[src/verilog/phy_link_result_pkg.sv]
// package for the phy link result status register block
// shared by the design and the bench; no module here
package phy_link_result_pkg;
	// register index and byte address on the bus
	localparam logic [4:0]  STATUS_INDEX = 5'h1f;             // index 31
	localparam logic [7:0]  STATUS_ADDR  = 8'h7c;             // index times four
	localparam int          ADDR_W       = 8;                 // bus address bits decoded
	localparam int          REG_W        = 16;                // register width
	// field positions
	localparam int          AUTODONE_BIT = 12;                // negotiation finished
	localparam int          RSV_HI_MSB   = 11;                // writable reserved field
	localparam int          RSV_HI_LSB   = 5;
	localparam int          MODE_MSB     = 4;                 // speed and duplex code
	localparam int          MODE_LSB     = 2;
	localparam int          RSV_LO_MSB   = 1;                 // low reserved bits
	// reset values
	localparam logic [6:0]  RSV_HI_RESET = 7'h02;             // pattern 0000010b
	localparam logic [1:0]  RSV_LO_RESET = 2'h0;
	localparam logic [2:0]  MODE_RESET   = 3'h0;
	// mode codes
	localparam logic [2:0]  MODE_10_HALF  = 3'h1;
	localparam logic [2:0]  MODE_100_HALF = 3'h2;
	localparam logic [2:0]  MODE_10_FULL  = 3'h5;
	localparam logic [2:0]  MODE_100_FULL = 3'h6;
	// bus responses
	localparam logic [1:0]  RESP_OKAY    = 2'h0;
	localparam logic [1:0]  RESP_SLVERR  = 2'h2;
endpackage : phy_link_result_pkg

[src/verilog/phy_link_result_status_reg.sv]
// phy link result status register behind an axi4-lite slave
// assumes one clock, synchronous inputs, phy status from the transceiver core
//
// Summary of operation
// RULE_01: sixteen-bit register at index thirty-one
// RULE_02: bit twelve shows negotiation finished, resets zero
// RULE_03: bits eleven to five reset 0000010b, writable
// RULE_04: bits four to two report speed and duplex
// RULE_05: top bits read zero; low two bits store
`timescale 1ns/1ps
module phy_link_result_status_reg
(
	// clock and reset
	input  wire logic        clk,
	input  wire logic        rst_n,
	// status from the transceiver
	input  wire logic        anegDone,      // negotiation finished level
	input  wire logic [2:0]  linkMode,      // resolved speed and duplex
	// axi4-lite write address
	input  wire logic [31:0] s_axi_awaddr,
	input  wire logic        s_axi_awvalid,
	output logic             s_axi_awready,
	// axi4-lite write data
	input  wire logic [31:0] s_axi_wdata,
	input  wire logic [3:0]  s_axi_wstrb,
	input  wire logic        s_axi_wvalid,
	output logic             s_axi_wready,
	// axi4-lite write response
	output logic [1:0]       s_axi_bresp,
	output logic             s_axi_bvalid,
	input  wire logic        s_axi_bready,
	// axi4-lite read address
	input  wire logic [31:0] s_axi_araddr,
	input  wire logic        s_axi_arvalid,
	output logic             s_axi_arready,
	// axi4-lite read data
	output logic [31:0]      s_axi_rdata,
	output logic [1:0]       s_axi_rresp,
	output logic             s_axi_rvalid,
	input  wire logic        s_axi_rready
);
	import phy_link_result_pkg::*;

	// byte lane split of the writable reserved field
	localparam int LANE_W   = 8;                          // bits per strobe lane
	localparam int HI_SPLIT = LANE_W - RSV_HI_LSB;        // field bits in lane 0
	localparam int HI_TOP   = RSV_HI_MSB - RSV_HI_LSB;    // field top within its store

	// refuse a field map that does not fill the register or the lanes
	if (REG_W != 16 || AUTODONE_BIT != RSV_HI_MSB + 1 || RSV_HI_LSB != MODE_MSB + 1 ||
		MODE_LSB != RSV_LO_MSB + 1 || HI_SPLIT < 1 || HI_TOP < HI_SPLIT ||
		ADDR_W < 8 || ADDR_W > 31) begin : g_bad_map
		$error("register field map does not fit");
	end

	// stored fields
	logic             doneReg;       // latched negotiation state
	logic [2:0]       modeReg;       // latched mode code
	logic [6:0]       rsvHiReg;      // writable reserved pattern
	logic [1:0]       rsvLoReg;      // writable reserved low bits
	// write channel capture
	logic             awHeld;        // write address taken
	logic             wHeld;         // write data taken
	logic [ADDR_W-1:0] awAddrReg;    // captured write address
	logic [31:0]      wDataReg;      // captured write data
	logic [3:0]       wStrbReg;      // captured strobes

	// mode codes the field may show; others are reserved
	function automatic logic modeValid(input logic [2:0] m);
		modeValid = (m == MODE_10_HALF) || (m == MODE_100_HALF) ||
			(m == MODE_10_FULL) || (m == MODE_100_FULL);
	endfunction : modeValid

	// decoding
	wire logic        doWrite = awHeld && wHeld && !s_axi_bvalid;
	wire logic        wrHit   = (awAddrReg == STATUS_ADDR);                          // RULE_01
	wire logic        rdHit   = (s_axi_araddr[ADDR_W-1:0] == STATUS_ADDR) &&
		(s_axi_araddr[31:ADDR_W] == '0);                                            // RULE_01
	wire logic        doRead  = s_axi_arvalid && s_axi_arready;
	wire logic [15:0] regView = {3'h0, doneReg, rsvHiReg, modeReg, rsvLoReg};        // RULE_05
	wire logic [2:0]  modeNext = modeValid(linkMode) ? linkMode : MODE_RESET;       // RULE_04

	// status capture from the transceiver
	always_ff @(posedge clk) begin
		if (!rst_n) begin
			doneReg <= 1'b0;                                                          // RULE_02
			modeReg <= MODE_RESET;                                                    // RULE_04
		end else begin
			doneReg <= anegDone;                                                      // RULE_02
			modeReg <= modeNext;                                                      // RULE_04
		end
	end

	// writable reserved fields, byte lanes respected
	always_ff @(posedge clk) begin
		if (!rst_n) begin
			rsvHiReg <= RSV_HI_RESET;                                                 // RULE_03
			rsvLoReg <= RSV_LO_RESET;                                                 // RULE_05
		end else if (doWrite && wrHit) begin
			if (wStrbReg[0]) begin
				rsvLoReg <= wDataReg[RSV_LO_MSB:0];                                   // RULE_05
				rsvHiReg[HI_SPLIT-1:0] <= wDataReg[LANE_W-1:RSV_HI_LSB];              // RULE_03
			end
			if (wStrbReg[1]) begin
				rsvHiReg[HI_TOP:HI_SPLIT] <= wDataReg[RSV_HI_MSB:LANE_W];             // RULE_03
			end
		end
	end

	// write address and data taken independently
	always_ff @(posedge clk) begin
		if (!rst_n) begin
			awHeld    <= 1'b0;
			wHeld     <= 1'b0;
			awAddrReg <= '0;
			wDataReg  <= '0;
			wStrbReg  <= '0;
		end else begin
			if (s_axi_awvalid && s_axi_awready) begin
				awHeld    <= 1'b1;
				awAddrReg <= (s_axi_awaddr[31:ADDR_W] == '0) ? s_axi_awaddr[ADDR_W-1:0] : '1;
			end else if (doWrite) begin
				awHeld <= 1'b0;
			end
			if (s_axi_wvalid && s_axi_wready) begin
				wHeld    <= 1'b1;
				wDataReg <= s_axi_wdata;
				wStrbReg <= s_axi_wstrb;
			end else if (doWrite) begin
				wHeld <= 1'b0;
			end
		end
	end

	// ready flags and write response
	always_ff @(posedge clk) begin
		if (!rst_n) begin
			s_axi_awready <= 1'b0;
			s_axi_wready  <= 1'b0;
			s_axi_bvalid  <= 1'b0;
			s_axi_bresp   <= RESP_OKAY;
		end else begin
			s_axi_awready <= !awHeld && !(s_axi_awvalid && s_axi_awready) && !s_axi_bvalid;
			s_axi_wready  <= !wHeld && !(s_axi_wvalid && s_axi_wready) && !s_axi_bvalid;
			if (doWrite) begin
				s_axi_bvalid <= 1'b1;
				s_axi_bresp  <= wrHit ? RESP_OKAY : RESP_SLVERR;
			end else if (s_axi_bready) begin
				s_axi_bvalid <= 1'b0;
			end
		end
	end

	// read channel: one read in flight
	always_ff @(posedge clk) begin
		if (!rst_n) begin
			s_axi_arready <= 1'b0;
			s_axi_rvalid  <= 1'b0;
			s_axi_rdata   <= '0;
			s_axi_rresp   <= RESP_OKAY;
		end else begin
			s_axi_arready <= !s_axi_rvalid && !doRead;
			if (doRead) begin
				s_axi_rvalid <= 1'b1;
				s_axi_rdata  <= rdHit ? {16'h0000, regView} : 32'h0000_0000;           // RULE_01
				s_axi_rresp  <= rdHit ? RESP_OKAY : RESP_SLVERR;
			end else if (s_axi_rready) begin
				s_axi_rvalid <= 1'b0;
			end
		end
	end
endmodule : phy_link_result_status_reg

[config.mk]
export PLATFORM = sky130hd
export DESIGN_NAME = phy_link_result_status_reg
export DESIGN_NICKNAME = d
export VERILOG_FILES = /design/src/verilog/phy_link_result_pkg.sv /design/src/verilog/phy_link_result_status_reg.sv
export SDC_FILE = /design/constraint.sdc
export NUM_CORES = 1
export LEC_CHECK = 0
export ABC_AREA = 0
export BUFFER_PORTS_ARGS = -buffer_cell sky130_fd_sc_hd__buf_2
export CORE_UTILIZATION = 41
export CTS_CLUSTER_SIZE = 28
export DETAILED_ROUTE_END_ITERATION = 12
export GPL_TIMING_DRIVEN = 0
export PLACE_DENSITY_LB_ADDON = 0.12
export SYNTH_ARGS = -nofsm -noshare
export SYNTH_HDL_FRONTEND = slang
export SYNTH_SLANG_ARGS = --single-unit
[constraint.sdc]
create_clock -name clk -period 1.9 [get_ports clk]
set_input_delay 0.19 -clock clk [delete_from_list [all_inputs] [get_ports clk]]
set_output_delay 0.19 -clock clk [all_outputs]
set_load 0.05 [all_outputs]
==> results of run 1 <==
## worst max-delay path, stage by stage (launching register included)
cell and delay, ns:
dfxtp_1 0.33, nor4b_2 0.41, nand4_1 0.38, mux2i_1 0.25, nand2_1 0.06
## cells in the mapped netlist
master / instances
nand3b_1: 1
and2_1: 3
nand4_1: 4
a21oi_1: 14
clkbuf_1: 7
o21ai_0: 2
o21a_1: 1
o311a_1: 8
nor2b_1: 1
nor3b_1: 1
nor4b_1: 1
and4bb_2: 1
nor4_1: 10
nor3_1: 2
conb_1: 1
buf_6: 2
xor2_1: 1
nor4_4: 1
and3_1: 1
nor4b_2: 2
nand2b_1: 9
buf_4: 21
nor4_2: 2
a22o_1: 13
a311oi_1: 1
dfxtp_1: 54
and4_1: 2
and3b_1: 1
inv_1: 2
nand3_1: 2
nor2_1: 14
mux2i_1: 9
nand2_1: 26
## cell families after synthesis
family	Yosys count	share of synthesized area, %
AO/OA/AOI/OAI	39	13.4
XOR/XNOR	1	0.403
buffers and inverters	32	9.85
flip-flops	54	49.8
multiplexers	9	4.15
other	1	0.173
AND/OR/NAND/NOR	84	22.3
## final cells by class
type,count,area share [%]
buffer,30,7.00
clock buffer,5,2.33
clock inverter,3,0.721
inverter,2,0.254
multi-input combinational,154,32.3
sequential,54,36.6
tap,70,2.97
timing repair buffer,105,17.8
## state kept, by name, summed over array words and instances (netlist names)
name / count
s_axi_rdata: 13
s_axi_bresp: 1
s_axi_wready: 1
s_axi_awready: 1
awAddrReg: 8
rsvLoReg: 2
modeReg: 3
s_axi_rresp: 1
wDataReg: 9
s_axi_arready: 1
s_axi_rvalid: 1
awHeld: 1
s_axi_bvalid: 1
rsvHiReg: 7
doneReg: 1
wHeld: 1
wStrbReg: 2
## where the power goes
part           switching (uW)  internal (uW)  leakage (uW)
Sequential               21.4           1170      0.000440
Clock                     376            260     0.0000441
Combinational             228            147      0.000979
## worst paths after layout
check                                   from              to  slack (ns)  cells past startpoint
worst max register to register  awAddrReg[7]     rsvHiReg[1]        0.33                      4
worst max-delay path            awAddrReg[7]     rsvHiReg[1]        0.33                      4
worst min register to register    modeReg[1]  s_axi_rdata[3]        0.45                      1
worst min-delay path             linkMode[1]      modeReg[0]        0.08                      2
## routing by layer
metal	vias to the layer above	part of all wire [%]	GRT usage [%]
met5	-	0	0
met4	0	1.7	6.08
met3	8	6.4	4.69
met2	73	49	31.6
met1	890	43	20.9
li1	1009	-	-
## per-stage QoR
step / instances / cell area [um2] / utilization, %
finish: 423 / 2950 / 57.8
global route: 423 / 2950 / 57.8
CTS: 423 / 2950 / 57.8
detailed placement: 415 / 2860 / 56.0
global placement: 415 / 2860 / 56.0
floorplan: 240 / 2250 / -
==> flow_summary_export.csv, run 1 <==
group,metric,value,unit
power_and_ir_drop,vdd_drop_max,0.000336,V
logic_synthesis,synth.distinct_cells,33,
route,ant_nets,0,
sta,rsz0062_at_grt,"false",
logic_synthesis,synth_cells,220,
clocking,cts-hold-fix-buffers,0,
floorplanning,die_h,74.8,um
worst_setup_path,critPathRequiredTime,2.08,ns
finish,most-common-layout-cells,"buf_2, dfxtp_1, nand2_1",
finish,regArea,1080,um2
route,dr.pass1.iters,4,
route,drtIter0Drc,50,
sta,hold_violations,0,
route,drc_errors,0,
floorplanning,core_area,5110,um2
logic_synthesis,ys_warn_count,0,
sta,finClkSkew,0.00842,ns
placement,port_buffers,105,
sta,worst_hold_slack,0.0812,ns
worst_setup_path,crit_arrival,1.75,ns
sta,min_period,1.57,ns
floorplanning,dieWidth,74.8,um
finish,layout.nets,463,
placement,dp_hpwl,3750,um
route,routedWlPerCell,11.2,um
placement,place_ws,0.290,ns
grt,antenna_found_initial,0,
sta,drv_slew,0,
worst_setup_path,start_kind,"flip-flop",
placement,place.gp.congestion,0.721,
clocking,ctsResizeCount,0,
logic_synthesis,syn_area,2170,um2
hold_path,hold_path.class,"input pin to flip-flop",
grt,grt_pass1_wl,7620,um
worst_setup_path,setup.worst_path.end_class,"flip-flop",
logic_synthesis,synth_area_leaders,"dfxtp_1, buf_4, a22o_1",
clocking,cts.sinks,54,
logic_synthesis,yosysSeqAreaShare,49.8,%
clocking,cts-root-buf,"clkbuf_8",
clocking,path_clk_slew,0.09,ns
floorplanning,io_pins,152,
clocking,cts_buffers,5,
floorplanning,rows,26,
sta,setup_tns,0,ns
power_and_ir_drop,power.density,748,nW/um2
grt,grt_usage,17.9,%
logic_synthesis,synth_top_area_share,49.8,%
grt,grt_max_degree,18,
sta,finalSetupViolCount,0,
route,viasPerCell,4.68,
finish,fillerInstances,497,
clocking,cts-htree-levels,2,
power_and_ir_drop,leakage,0.00146,uW
route,wl,4750,um
flow_run,maxCapViolations,0,
clocking,cts_tree,"built",
logic_synthesis,syn_area_per_cell,9.87,um2
clocking,clk-insertion-delay-late,0.31,ns
finish,multi_input_area,952,um2
sta,fin_crit_sh,82.6,%
sta,max_clock_freq,637,MHz
sta,fin_ws,0.331,ns
finish,final_common_cell,"buf_2",
route,vias,1980,
logic_synthesis,yosysTopAreaCell,"dfxtp_1",
clocking,clk_path_buf_depth,2,
worst_setup_path,critPathKind,"flip-flop to flip-flop",
worst_setup_path,crit_fanout,5,
power_and_ir_drop,fin_total_pwr,2210,uW
finish,layout-drive-gt1-share,40.2,%
status,status,"completed",
finish,antenna_cells,0,
floorplanning,die_area,5590,um2
grt,grt_pass1_vias,1778,
finish,syn2layout_area_growth,35.8,%
logic_synthesis,ys_seq_elements,54,
floorplanning,start_util,42.5,%
grt,grt_overflow,0,
clocking,post_cts_buffers,0,
Note: power is estimated with default switching activity, not from simulation.
==> run 2, diff against run 1 <==
--- a/config.mk
+++ b/config.mk
@@ -7,7 +7,7 @@
 export LEC_CHECK = 0
 export ABC_AREA = 0
 export BUFFER_PORTS_ARGS = -buffer_cell sky130_fd_sc_hd__buf_2
-export CORE_UTILIZATION = 41
+export CORE_UTILIZATION = 37
 export CTS_CLUSTER_SIZE = 28
 export DETAILED_ROUTE_END_ITERATION = 12
 export GPL_TIMING_DRIVEN = 0
==> constraint.sdc (replaced) <==
create_clock -name clk -period 1.3 [get_ports clk]
set_input_delay 0.13 -clock clk [delete_from_list [all_inputs] [get_ports clk]]
set_output_delay 0.13 -clock clk [all_outputs]
set_load 0.05 [all_outputs]
==> run 2 against run 1 <==
The flow now finishes with violations (negative setup slack). Clock power grew 52%. Final cell count grew 2.1%. First-iteration DRC count grew 24%. Sequential share of layout area shrank 0.81 points. Setup slack lost 0.35 ns. Flip-flop and latch count is the same. Fmax grew 19%. Largest cell class unchanged. Worst hold slack lost 0.061 ns. Sequential power grew 47%. Via count shrank 1.2%.
==> flow_summary_export.csv, run 2 (synthesis results as in run 1) <==
group,metric,value,unit
finish,fin_cells,432,
status,status,"complete, but fails checks",
clocking,cts.sinks,54,
grt,grt_usage,16.2,%
route,vias,1956,
sta,min_period,1.32,ns
power_and_ir_drop,power.density,1070,nW/um2
finish,top_regs,"s_axi_rdata: 13 flops, wDataReg: 9 flops, awAddrReg: 8 flops",
finish,syn2layout_area_growth,40.5,%
worst_setup_path,crit_arrival,1.51,ns
floorplanning,start_util,39.0,%
sta,drv_slew,0,
floorplanning,dieWidth,78.6,um
power_and_ir_drop,intPower,2380,uW
route,drc_errors,0,
route,wl,4760,um
clocking,clk-insertion-delay-late,0.30,ns
worst_setup_path,start_kind,"flip-flop",
sta,max_clock_freq,756,MHz
placement,place.gp.congestion,0.723,
grt,antenna_found_initial,0,
finish,largest_register,"s_axi_rdata",
worst_setup_path,crit_fanout,5,
worst_setup_path,setup.worst_path.end_class,"flip-flop",
sta,max_slew_margin,65.4,%
worst_setup_path,rr_worst_depth,5,
flow_run,maxCapViolations,0,
placement,postPlaceCellArea,2890,um2
power_and_ir_drop,power_switching,893,uW
hold_path,hold_depth,2,
finish,largest_register_ffs,13,
sta,finClkSkew,0.0117,ns
finish,layout.nets,470,
power_and_ir_drop,sw_frac_of_total,27.3,%
grt,grt_pass1_vias,1774,
worst_setup_path,rrSetupSlack,-0.02,ns
power_and_ir_drop,vdd_drop_max,0.000561,V
sta,tightest_slew,0.519,ns
grt,grt_overflow,0,
floorplanning,core_area,5570,um2
sta,finalSetupViolCount,3,
sta,setup_tns,-0.0243,ns
clocking,cts-htree-levels,2,
power_and_ir_drop,clkPwrFrac,29.5,%
power_and_ir_drop,leakage,0.00152,uW
floorplanning,rows,27,
floorplanning,die_h,78.6,um
clocking,clk_path_buf_depth,2,
clocking,cts_tree,"built",
power_and_ir_drop,sequentialPowerShare,53.4,%
finish,layout-drive-gt1-share,43.6,%
worst_setup_path,timing.rr.end,"rsvHiReg[1]",
worst_setup_path,r2r_start,"awAddrReg[7]",
hold_path,hold_path.class,"input pin to flip-flop",
finish,fin_area,3050,um2
placement,post-place-cells,417,
sta,fin_ws,-0.0219,ns
worst_setup_path,critPathRequiredTime,1.48,ns
placement,dp_hpwl,3740,um
route,drtIter0Drc,62,
floorplanning,die_area,6180,um2
finish,postLayoutCoreUtil,54.7,%
route,routedWlPerCell,11.0,um
finish,most-common-layout-cells,"buf_2, dfxtp_1, buf_4",
placement,port_buffers,105,
worst_setup_path,critPathKind,"flip-flop to flip-flop",
route,dr.pass1.iters,4,
route,ant_nets,0,
status,violations,"negative setup slack",
sta,rsz0062_at_grt,"true",
hold_path,min_from,"linkMode[0]",
finish,antenna_cells,0,
power_and_ir_drop,fin_total_pwr,3280,uW
route,viasPerCell,4.53,
grt,grt_pass1_wl,7930,um
sta,hold_violations,0,
clocking,cts-root-buf,"clkbuf_8",
clocking,path_clk_slew,0.10,ns
clocking,cts_buffers,5,
sta,fin_crit_sh,102,%
floorplanning,io_pins,152,
power_and_ir_drop,pwr-share-comb,17.1,%
finish,final_common_cell,"buf_2",
hold_path,whs_endpoint,"modeReg[1]",
grt,grt_max_degree,17,
run 2: cell types whose count changed in the layout (fill, tap and decap cells not counted), moves of 2 or more:
cell | previous run | this run
dfxtp_1 | 54 | 48
dfxtp_2 | 0 | 4
dfxtp_4 | 0 | 2
buf_4 | 21 | 26
buf_6 | 2 | 4
run 2: worst max path at each step:
stage | slack, ns | endpoint | startpoint | depth (start not counted)
2_1_floorplan | -0.02 | rsvHiReg[1] | s_axi_bvalid | 4
3_3_place_gp | -0.25 | s_axi_rdata[9] | rst_n | 6
3_5_place_dp | -0.26 | s_axi_rdata[12] | rst_n | 6
4_1_cts | -0.02 | rsvHiReg[1] | awAddrReg[7] | 5
5_1_grt | -0.14 | rsvHiReg[1] | awAddrReg[7] | 5
6_report | -0.02 | rsvHiReg[1] | awAddrReg[7] | 5
run 2: stage by stage:
| stage | hold slack, ns | setup slack (ns) |
|---|---|---|
| after floorplan | 0.202 | -0.0219 |
| after global placement | 0.324 | -0.249 |
| after detailed placement | 0.327 | -0.257 |
| after CTS | 0.0126 | -0.0228 |
| after global routing | 0.0168 | -0.137 |
| final | 0.0205 | -0.0219 |
run 2: cell type report:
type / instances / area, um2
Buffer: 29 / 204
Inverter: 2 / 7.51
Sequential cell: 54 / 1090
Multi-Input combinational cell: 154 / 966
Clock inverter: 1 / 8.76
Clock buffer: 7 / 86.3
Fill cell: 549 / 2520
Timing Repair Buffer: 113 / 596
Tap cell: 72 / 90.1
run 2: worst max-delay path, cell delays in order (launching register included):
cell,delay [ns]
dfxtp_2,0.34
nor4b_4,0.33
nand4_1,0.16
buf_6,0.16
mux2i_1,0.14
nand2_1,0.06
run 2: metal layers:
| layer | global-route usage [%] | up-vias | part of all wire (%) |
|---|---|---|---|
| li1 | - | 1025 | - |
| met1 | 19.4 | 866 | 45 |
| met2 | 27.7 | 58 | 47 |
| met3 | 3.72 | 7 | 6.2 |
| met4 | 6.67 | 0 | 1.7 |
| met5 | 0 | - | 0 |
run 2: repair_timing:
| item | CTS | global route |
|---|---|---|
| gates resized for setup | 2 | 3 |
| hold buffers | 1 | 0 |
| endpoints found under the hold margin | 1 | 0 |
| pin swaps | 3 | 2 |
| endpoints found under the setup margin | 19 | 25 |
| setup buffers | 4 | 3 |
run 2: power groups by stage:
stage	Combinational, uW	Sequential (uW)	Clock (uW)
6_report	560	1750	966
5_1_grt	607	1760	1050
4_1_cts	560	1750	1000
3_5_place_dp	554	1790	0
3_3_place_gp	549	1790	0
2_1_floorplan	326	1830	0
